--- src/hdl/can_rx_map.vh ---
/*
 * Register map, field positions, reset values and mode codes of the
 * receive buffer register block.
 * Assumes a 32-bit APB with byte addresses; each register is one word.
 */
`ifndef CAN_RX_MAP_VH
`define CAN_RX_MAP_VH

// ==================================================================
// address map
`define ADDR_W 12
`define BUF_COUNT 6
`define BUF_STRIDE 12'h040
`define OFF_BUF_CTRL 12'h000
`define OFF_EXT_ID_LOW 12'h004
`define OFF_LENGTH_CODE 12'h008
`define OFF_EXT_FLAG 12'h00C
`define OFF_DATA_BYTE0 12'h010
`define ADDR_OP_MODE 12'h180
`define ADDR_DIR_SELECT 12'h184
`define ADDR_AUTO_RTR 12'h188
`define ADDR_RX_ERR_COUNT 12'h18C
`define ADDR_STATUS 12'h190

// ==================================================================
// buffer control fields
`define CTRL_FULL_BIT 7
`define CTRL_ACCEPT_ALL_BIT 6
`define CTRL_REMOTE_BIT 5
`define CTRL_RESET 8'h00

// ==================================================================
// length code fields
`define DLC_REMOTE_BIT 6
`define DLC_MAX_VALID 4'h8

// ==================================================================
// operating modes and error counter limits
`define MODE_LEGACY 2'h0
`define MODE_ENHANCED 2'h1
`define MODE_FIFO 2'h2
`define REC_RESET 8'h00
`define REC_PASSIVE_LIMIT 8'h7F
`define REC_RECOVER_VALUE 8'h77
`define REC_MAX 8'hFF
`define STATUS_PASSIVE_BIT 0

`endif

--- src/hdl/can_receive_buffer_regs.v ---
/*
 * Receive-side register set of a CAN controller: six programmable
 * message buffers in receive mode, the receive error counter and the
 * error-passive state, all reached over an APB slave.
 * Assumes a receive engine that presents each finished frame as a
 * one-cycle strobe with its fields, and error counting events as
 * one-cycle pulses, all synchronous to pclk.
 */
// The implementer's own choices: the register addresses and the APB slave port.
//
// What this block does
// (RULE1) store received identifier bits 7..0
// (RULE2) length register bit 6 marks remote request
// (RULE3) length register bits 7,5,4 read zero
// (RULE4) length code in bits 3..0
// (RULE5) eight read-only data bytes per buffer
// (RULE6) eight-bit receive error counter, resets zero
// (RULE7) error passive when counter above 127
// (RULE8) counter never causes bus-off
// (RULE9) six buffers, transmit or receive each
// (RULE10) buffers may answer remote requests automatically
// (RULE11) buffers unused in mode 0
// (RULE12) select bit 0 means receive mode
// (RULE13) set full flag on storing message
// (RULE14) no load while full; software clears
// (RULE15) accept-all bit bypasses filters and validity
// (RULE16) control bit 5 shows stored remote request
// (RULE17) control bits 4..0 hold filter hit
// (RULE18) software checks full, reads, then clears
// (RULE19) extended flag set for extended frames
// (RULE20) message registers frozen while full
`timescale 1ns/10ps
`include "can_rx_map.vh"

module can_receive_buffer_regs
(
	input wire pclk,
	input wire presetn,
	input wire psel,
	input wire penable,
	input wire pwrite,
	input wire [31:0] paddr,
	input wire [31:0] pwdata,
	output reg [31:0] prdata,
	output reg pready,
	output reg pslverr,
	input wire msg_strobe,
	input wire msg_ok,
	input wire msg_filter_match,
	input wire [4:0] filter_hit_index,
	input wire extended_frame_flag,
	input wire rx_remote_req_flag,
	input wire [7:0] ext_id_low_bits,
	input wire [3:0] length_code_bits,
	input wire [63:0] msg_data,
	input wire rec_inc_one,
	input wire rec_inc_eight,
	input wire rec_dec_one,
	input wire rec_clear,
	output reg error_passive,
	output reg [5:0] buffer_full,
	output reg [5:0] auto_rtr_request
);

	// ==================================================================
	// decoding helpers

	// buffer index of an address, 7 when outside the buffer window
	function [2:0] buf_index;
		input [11:0] addr;
		begin
			if (addr < (`BUF_STRIDE * `BUF_COUNT))
				buf_index = addr[8:6];
			else
				buf_index = 3'h7;
		end
	endfunction

	// true when a length code asks for this data byte
	function byte_used;
		input [3:0] code;
		input [2:0] idx;
		begin
			byte_used = ({1'b0, idx} < code);
		end
	endfunction

	// ==================================================================
	// storage

	reg [7:0] ctrl_reg [0:5];
	reg [7:0] ext_id_low_reg [0:5];
	reg [7:0] length_code_reg [0:5];
	reg [5:0] ext_flag_reg;
	reg [7:0] data_reg [0:47];
	reg [1:0] op_mode_reg;
	reg [5:0] buffer_direction_select_reg;
	reg [5:0] auto_rtr_enable_reg;
	reg [7:0] rx_error_count_reg;
	reg [7:0] rx_error_count_next;
	reg [31:0] rd_next;
	reg rd_err;
	reg [5:0] grant;
	reg [5:0] taken;
	integer i;
	integer j;
	integer k;
	integer n;

	wire [11:0] addr = paddr[11:0];
	wire [2:0] sel_buf = buf_index(addr);
	wire [5:0] in_buf = addr[5:0];
	wire setup_phase = psel & ~penable;
	// an erroring access must not touch any register
	wire wr_commit = psel & penable & pready & pwrite & ~pslverr;
	wire bufs_enabled = (op_mode_reg == `MODE_ENHANCED) ||
		(op_mode_reg == `MODE_FIFO); // RULE11
	wire [5:0] eligible;

	// ==================================================================
	// per-buffer acceptance

	// a buffer takes a frame only in receive mode and while open
	genvar g;
	generate
		for (g = 0; g < `BUF_COUNT; g = g + 1)
		begin : accept_gen
			assign eligible[g] = msg_strobe & bufs_enabled &
				~buffer_direction_select_reg[g] & // RULE12
				~ctrl_reg[g][`CTRL_FULL_BIT] & // RULE14
				(ctrl_reg[g][`CTRL_ACCEPT_ALL_BIT] |
				(msg_ok & msg_filter_match)); // RULE15
		end
	endgenerate

	// lowest-numbered eligible buffer wins so a frame lands only once
	always @*
	begin
		grant = 6'h00;
		taken = 6'h00;
		for (k = 0; k < `BUF_COUNT; k = k + 1)
		begin
			grant[k] = eligible[k] & ~(|taken);
			taken[k] = eligible[k];
		end
	end

	// ==================================================================
	// buffer registers

	// load on grant, software clears full by writing 0 to bit 7;
	// a load in the same cycle as the clear still leaves full set
	always @(posedge pclk or negedge presetn)
	begin
		if (!presetn)
		begin
			for (i = 0; i < `BUF_COUNT; i = i + 1)
			begin
				ctrl_reg[i] <= `CTRL_RESET;
				ext_id_low_reg[i] <= 8'h00;
				length_code_reg[i] <= 8'h00;
			end
			ext_flag_reg <= 6'h00;
			for (j = 0; j < 48; j = j + 1)
				data_reg[j] <= 8'h00;
		end
		else
		begin
			for (i = 0; i < `BUF_COUNT; i = i + 1)
			begin
				if (wr_commit && bufs_enabled && sel_buf == i &&
					in_buf == `OFF_BUF_CTRL)
				begin
					ctrl_reg[i][`CTRL_ACCEPT_ALL_BIT] <=
						pwdata[`CTRL_ACCEPT_ALL_BIT];
					if (!pwdata[`CTRL_FULL_BIT])
						ctrl_reg[i][`CTRL_FULL_BIT] <= 1'b0; // RULE14
				end
				if (grant[i]) // RULE20
				begin
					ctrl_reg[i][`CTRL_FULL_BIT] <= 1'b1; // RULE13
					ctrl_reg[i][`CTRL_REMOTE_BIT] <=
						rx_remote_req_flag; // RULE16
					ctrl_reg[i][4:0] <= filter_hit_index; // RULE17
					ext_id_low_reg[i] <= ext_id_low_bits; // RULE1
					ext_flag_reg[i] <= extended_frame_flag; // RULE19
					length_code_reg[i] <= {1'b0, rx_remote_req_flag,
						2'b00, length_code_bits}; // RULE2 RULE3 RULE4
					for (j = 0; j < 8; j = j + 1)
						data_reg[i * 8 + j] <=
							byte_used(length_code_bits, j[2:0]) ?
							msg_data[j * 8 +: 8] : 8'h00; // RULE5
				end
			end
		end
	end

	// ==================================================================
	// global control registers

	always @(posedge pclk or negedge presetn)
	begin
		if (!presetn)
		begin
			op_mode_reg <= `MODE_LEGACY;
			buffer_direction_select_reg <= 6'h00;
			auto_rtr_enable_reg <= 6'h00;
		end
		else if (wr_commit)
		begin
			case (addr)
				`ADDR_OP_MODE:
					op_mode_reg <= pwdata[1:0];
				`ADDR_DIR_SELECT:
					buffer_direction_select_reg <= pwdata[5:0]; // RULE9
				`ADDR_AUTO_RTR:
					auto_rtr_enable_reg <= pwdata[5:0]; // RULE10
				default:
					op_mode_reg <= op_mode_reg;
			endcase
		end
	end

	// ==================================================================
	// receive error counter

	// saturating counter; a good frame while passive drops back
	// into the active range, as the bus standard allows
	always @*
	begin
		rx_error_count_next = rx_error_count_reg;
		if (rec_clear)
			rx_error_count_next = `REC_RESET;
		else if (rec_inc_eight)
			rx_error_count_next = (rx_error_count_reg > 8'hF7) ?
				`REC_MAX : rx_error_count_reg + 8'h08;
		else if (rec_inc_one)
			rx_error_count_next = (rx_error_count_reg == `REC_MAX) ?
				`REC_MAX : rx_error_count_reg + 8'h01;
		else if (rec_dec_one)
		begin
			if (rx_error_count_reg > `REC_PASSIVE_LIMIT)
				rx_error_count_next = `REC_RECOVER_VALUE;
			else if (rx_error_count_reg != 8'h00)
				rx_error_count_next = rx_error_count_reg - 8'h01;
		end
	end

	// no bus-off output exists here: the receive count cannot
	// reach bus-off, only the transmit side can
	always @(posedge pclk or negedge presetn)
	begin
		if (!presetn)
		begin
			rx_error_count_reg <= `REC_RESET; // RULE6
			error_passive <= 1'b0;
		end
		else
		begin
			rx_error_count_reg <= rx_error_count_next; // RULE6 RULE8
			error_passive <=
				(rx_error_count_next > `REC_PASSIVE_LIMIT); // RULE7
		end
	end

	// ==================================================================
	// side-band outputs

	// remote request that hit filter n arms transmit buffer n
	always @(posedge pclk or negedge presetn)
	begin
		if (!presetn)
		begin
			buffer_full <= 6'h00;
			auto_rtr_request <= 6'h00;
		end
		else
		begin
			for (n = 0; n < `BUF_COUNT; n = n + 1)
			begin
				buffer_full[n] <= ctrl_reg[n][`CTRL_FULL_BIT] |
					grant[n];
				auto_rtr_request[n] <= msg_strobe & msg_ok &
					msg_filter_match & rx_remote_req_flag &
					bufs_enabled & buffer_direction_select_reg[n] &
					auto_rtr_enable_reg[n] &
					(filter_hit_index == n); // RULE10
			end
		end
	end

	// ==================================================================
	// read multiplexer

	// buffer registers read zero in mode 0 since they are not in use
	always @*
	begin
		rd_next = 32'h0000_0000;
		rd_err = 1'b0;
		if (sel_buf != 3'h7)
		begin
			if (!bufs_enabled)
				rd_next = 32'h0000_0000; // RULE11
			else if (in_buf == `OFF_BUF_CTRL)
				rd_next = {24'h00_0000, ctrl_reg[sel_buf]};
			else if (in_buf == `OFF_EXT_ID_LOW)
				rd_next = {24'h00_0000, ext_id_low_reg[sel_buf]};
			else if (in_buf == `OFF_LENGTH_CODE)
				rd_next = {24'h00_0000, length_code_reg[sel_buf]};
			else if (in_buf == `OFF_EXT_FLAG)
				rd_next = {31'h0000_0000, ext_flag_reg[sel_buf]};
			else if (in_buf >= `OFF_DATA_BYTE0 && in_buf[1:0] == 2'b00 &&
				in_buf < 6'h30)
				// byte m sits at +0x10 + 4m, so m is word offset minus 4
				rd_next = {24'h00_0000,
					data_reg[{sel_buf, ~in_buf[4], in_buf[3:2]}]}; // RULE5
			else
				rd_err = 1'b1;
		end
		else
		begin
			case (addr)
				`ADDR_OP_MODE:
					rd_next = {30'h0000_0000, op_mode_reg};
				`ADDR_DIR_SELECT:
					rd_next = {26'h000_0000, buffer_direction_select_reg};
				`ADDR_AUTO_RTR:
					rd_next = {26'h000_0000, auto_rtr_enable_reg};
				`ADDR_RX_ERR_COUNT:
					rd_next = {24'h00_0000, rx_error_count_reg};
				`ADDR_STATUS:
					rd_next = {31'h0000_0000, error_passive};
				default:
					rd_err = 1'b1;
			endcase
		end
		if (paddr[31:12] != 20'h0_0000)
		begin
			rd_next = 32'h0000_0000;
			rd_err = 1'b1;
		end
	end

	// ==================================================================
	// apb response

	// answer is prepared in the setup cycle, so every access
	// completes with no wait state
	always @(posedge pclk or negedge presetn)
	begin
		if (!presetn)
		begin
			prdata <= 32'h0000_0000;
			pready <= 1'b0;
			pslverr <= 1'b0;
		end
		else
		begin
			pready <= setup_phase;
			pslverr <= setup_phase & rd_err;
			if (setup_phase && !pwrite)
				prdata <= rd_next;
		end
	end

endmodule // can_receive_buffer_regs

--- config.mk ---
export PLATFORM = sky130hd
export DESIGN_NAME = can_receive_buffer_regs
export DESIGN_NICKNAME = d
export VERILOG_FILES = /design/src/hdl/can_receive_buffer_regs.v
export VERILOG_INCLUDE_DIRS = /design/src /design/src/hdl
export SDC_FILE = /design/constraint.sdc
export NUM_CORES = 1
export LEC_CHECK = 0
export ABC_CLOCK_PERIOD_IN_PS = 2700
export BUFFER_PORTS_ARGS = -buffer_cell sky130_fd_sc_hd__buf_2
export CAP_MARGIN = 20
export CORE_AREA = 2 2 285 230
export DETAILED_ROUTE_END_ITERATION = 10
export DIE_AREA = 0 0 287 232
export SLEW_MARGIN = 20
export SYNTH_ARGS = -nofsm -noshare
export SYNTH_HDL_FRONTEND = slang
export SYNTH_SLANG_ARGS = --single-unit
--- constraint.sdc ---
create_clock -name pclk -period 2.7 [get_ports pclk]
set_input_delay 0.27 -clock pclk [delete_from_list [all_inputs] [get_ports pclk]]
set_output_delay 0.27 -clock pclk [all_outputs]
set_load 0.05 [all_outputs]
==> impl_metrics.yaml <==
status:
  outcome: "complete, no violations"
final_layout:
  largest_register_ffs: 384
  synthToLayoutAreaGrowth_pct: 17.76
  n_antenna_cell: 0
  drive_above_1_share: 0.3044
  finalNetCount: 2716
  fin_util: 0.4900
  fill_cells: 5742
global_routing:
  grt_pass1_vias: 19950
  grt_max_degree: 97
  grt_antenna_before_repair: 1
  grt_usage: 0.2455
  grt_pass1_wl_um: 123900
  grt_overflow: 0
floorplan:
  rows: 83
  fp.coreArea_mm2: 0.06376
  ios: 206
  dieArea_mm2: 0.06658
  start_util: 0.4161
  dieWidth_um: 287
  die_h_um: 232
timing:
  setup_viol: 0
  hold_viol_final: 0
  timing.final.ws_setup_ps: 245.9
  worstMarginPinSlew_ps: 936.8
  rsz0062_at_grt: "no"
  post-route-period-util: 0.9089
  clock.fmax_mhz: 407.5
  max_slew_margin: 0.3593
  finalMaxSlewViolations: 0
  fin_crit_ps: 2454
  skew_ps: 17.02
logic_synthesis:
  synth_cells: 2330
  async_reset_ff_frac: 1.000
  syn_area_per_cell_um2: 11.39
  synth_edf_count: 0
  ys_warn_count: 0
  synth_seq_area_share: 0.5234
  yosys_most_used_dff: "dfrtp_1"
  synth_cell_types: 76
  ys_ff_latch: 555
  netlist_area_mm2: 0.02653
place:
  place_hpwl_um: 58770
  gp_congestion: 0.9296
  pre_cts_ws_ps: -88.88
  numPortBuffers: 157
worst_hold_path:
  worstHoldStart: "msg_data[29]"
  worstHoldPathType: "in2reg"
  hold-path-cell-count: 3
worst_setup_path:
  crit_type: "reg2reg"
  cp-startpoint: "op_mode_reg[1]$_DFFE_PN0P_"
  required_ps: 3200
  cp-start-kind: "flop"
  r2r-start: "op_mode_reg[1]$_DFFE_PN0P_"
  end_kind: "flop"
  crit_fanout: 34
  reg2reg_depth: 7
  crit_arrival_ps: 2950
detailed_routing:
  ant_nets: 0
  wl_um: 80950
  via_per_inst: 5.711
  drtPass1Iterations: 5
  drt_iter0_markers: 1597
  wl_per_cell_um: 23.54
  dr_total_vias: 19640
  drc: 0
clocking:
  clock_latency_ps: 620
  cts_inserted_buffers: 56
  clk_pin_slew_ps: 60
  cts_setup_buffers: 0
  clock_path_buffers: 3
  cts_tree: "done"
  clock-root-buffer: "clkbuf_16"
  cts_htree_levels: 2
  cts_sinks: 555
power:
  peakVddDrop_mv: 0.5010
  p_leak_nw: 14.54
  power.density_mw_per_mm2: 553.7
  finalPower_w: 0.01730
run:
  maxCapViolations: 0
layout make-up:
cell class              count  area [um^2]  share of cell area
repair buffers            341         2686             0.08597
clock inverters            15        165.2            0.005286
clock buffers              80         1572             0.05029
multi-input cells        1582        11810              0.3780
inverters                  16        60.06            0.001922
flip-flops and latches    555        13890              0.4445
well taps                 850         1064             0.03404
routing by layer:
metal | track usage | up-vias | part of all wire
met5 | 0 | - | 0.000086
met1 | 0.3553 | 10150 | 0.46
met3 | 0.03173 | 123 | 0.053
li1 | - | 8779 | -
met4 | 0.07275 | 2 | 0.028
met2 | 0.3871 | 588 | 0.46
path summary, 6_finish.rpt:
kind,endpoint,slack (ps)
max reg2reg,data_reg[20]$_DFFE_PN0P_,250
min reg2reg,data_reg[195]$_DFFE_PN0P_,480
max,data_reg[20]$_DFFE_PN0P_,250
min in group asynchronous,data_reg[306]$_DFFE_PN0P_,280
max in group asynchronous,data_reg[11]$_DFFE_PN0P_,1540
min,data_reg[37]$_DFFE_PN0P_,30
through the flow:
step / instances / hold WS, ps / cell area [um^2] / setup TNS [ps]
2_1_floorplan: 2353 / -25.59 / 26620 / 0
3_3_place_gp: 3315 / 335.2 / 29220 / -75.48
3_5_place_dp: 3315 / 341.6 / 29220 / -88.88
4_1_cts: 3439 / 4.645 / 31250 / 0
5_1_grt: 3439 / 35.25 / 31250 / 0
6_report: 3439 / 30.97 / 31250 / 0
critical path: stages, from the launching register on:
cell and delay (ps):
dfrtp_1 430, xor2_1 260, and2_1 190, nand4b_1 130, a21oi_1 230, and3_4 420, buf_12 260, mux2_2 370
kinds of logic (layout without fill, tap and decap cells):
kind of cell / Yosys count / after routing / synth area share
xor+xnor: 7 / 7 / 0.002311
other cells: 1 / 24 / 0.0001413
simple gates: 658 / 658 / 0.1136
mux: 412 / 412 / 0.2144
compound gates: 476 / 476 / 0.1074
flops: 555 / 555 / 0.5234
fa+ha+maj: 5 / 5 / 0.002358
buf+inv: 216 / 452 / 0.03640
timing repair:
item / 4_1_cts / 5_1_grt
setup endpoints to repair: 0 / 0
endpoints found under the hold margin: 166 / 0
gates resized for setup: 0 / 0
hold buffers: 29 / 0
cell usage in the layout, fill, tap and decap left out, drive strengths merged, types with 12 or more instances in the layout:
| cell type | count |
|---|---|
| mux4 | 98 |
| mux2i | 44 |
| nor3 | 19 |
| conb | 24 |
| inv | 16 |
| o22ai | 14 |
| nor2 | 52 |
| nand3 | 34 |
| buf | 312 |
| nand2b | 16 |
| clkbuf | 80 |
| o21ai | 302 |
| and2 | 70 |
| nor4 | 15 |
| nor2b | 16 |
| dlygate4sd3 | 29 |
| clkinv | 12 |
| dfrtp | 555 |
| a21oi | 37 |
| nand2 | 383 |
| mux2 | 270 |
where the power goes:
| part | switching (W) | internal [W] | total [W] |
|---|---|---|---|
| registers | 0.0000161 | 0.00833 | 0.00835 |
| clock network | 0.00326 | 0.00430 | 0.00755 |
| logic | 0.000949 | 0.000448 | 0.00140 |
| total | 0.00422 | 0.0131 | 0.0173 |
Yosys cell counts, types with 6 or more instances:
| master | instances | area share |
|---|---|---|
| dfrtp_1 | 555 | 0.52 |
| nand2_1 | 383 | 0.054 |
| o21ai_0 | 301 | 0.057 |
| mux2_2 | 270 | 0.11 |
| clkbuf_1 | 126 | 0.018 |
| mux4_2 | 98 | 0.083 |
| and2_1 | 69 | 0.016 |
| nor2_1 | 52 | 0.0074 |
| mux2i_1 | 44 | 0.017 |
| buf_2 | 37 | 0.0070 |
| a21oi_1 | 36 | 0.0068 |
| nand3_1 | 34 | 0.0064 |
| buf_4 | 25 | 0.0071 |
| nor3_1 | 19 | 0.0036 |
| nand2b_1 | 16 | 0.0038 |
| nor2b_1 | 16 | 0.0038 |
| inv_1 | 15 | 0.0021 |
| nor4_1 | 14 | 0.0033 |
| o22ai_1 | 14 | 0.0033 |
| a211oi_1 | 11 | 0.0031 |
| o221ai_1 | 11 | 0.0036 |
| a22oi_1 | 10 | 0.0028 |
| buf_1 | 10 | 0.0014 |
| o31ai_1 | 10 | 0.0028 |
| or3_1 | 10 | 0.0024 |
| a31oi_1 | 9 | 0.0021 |
| nand4_1 | 8 | 0.0019 |
| or4_1 | 7 | 0.0020 |
| and3_1 | 6 | 0.0014 |
| o211ai_1 | 6 | 0.0017 |
| or2_2 | 6 | 0.0014 |
Note: power is estimated with default switching activity, not from simulation.
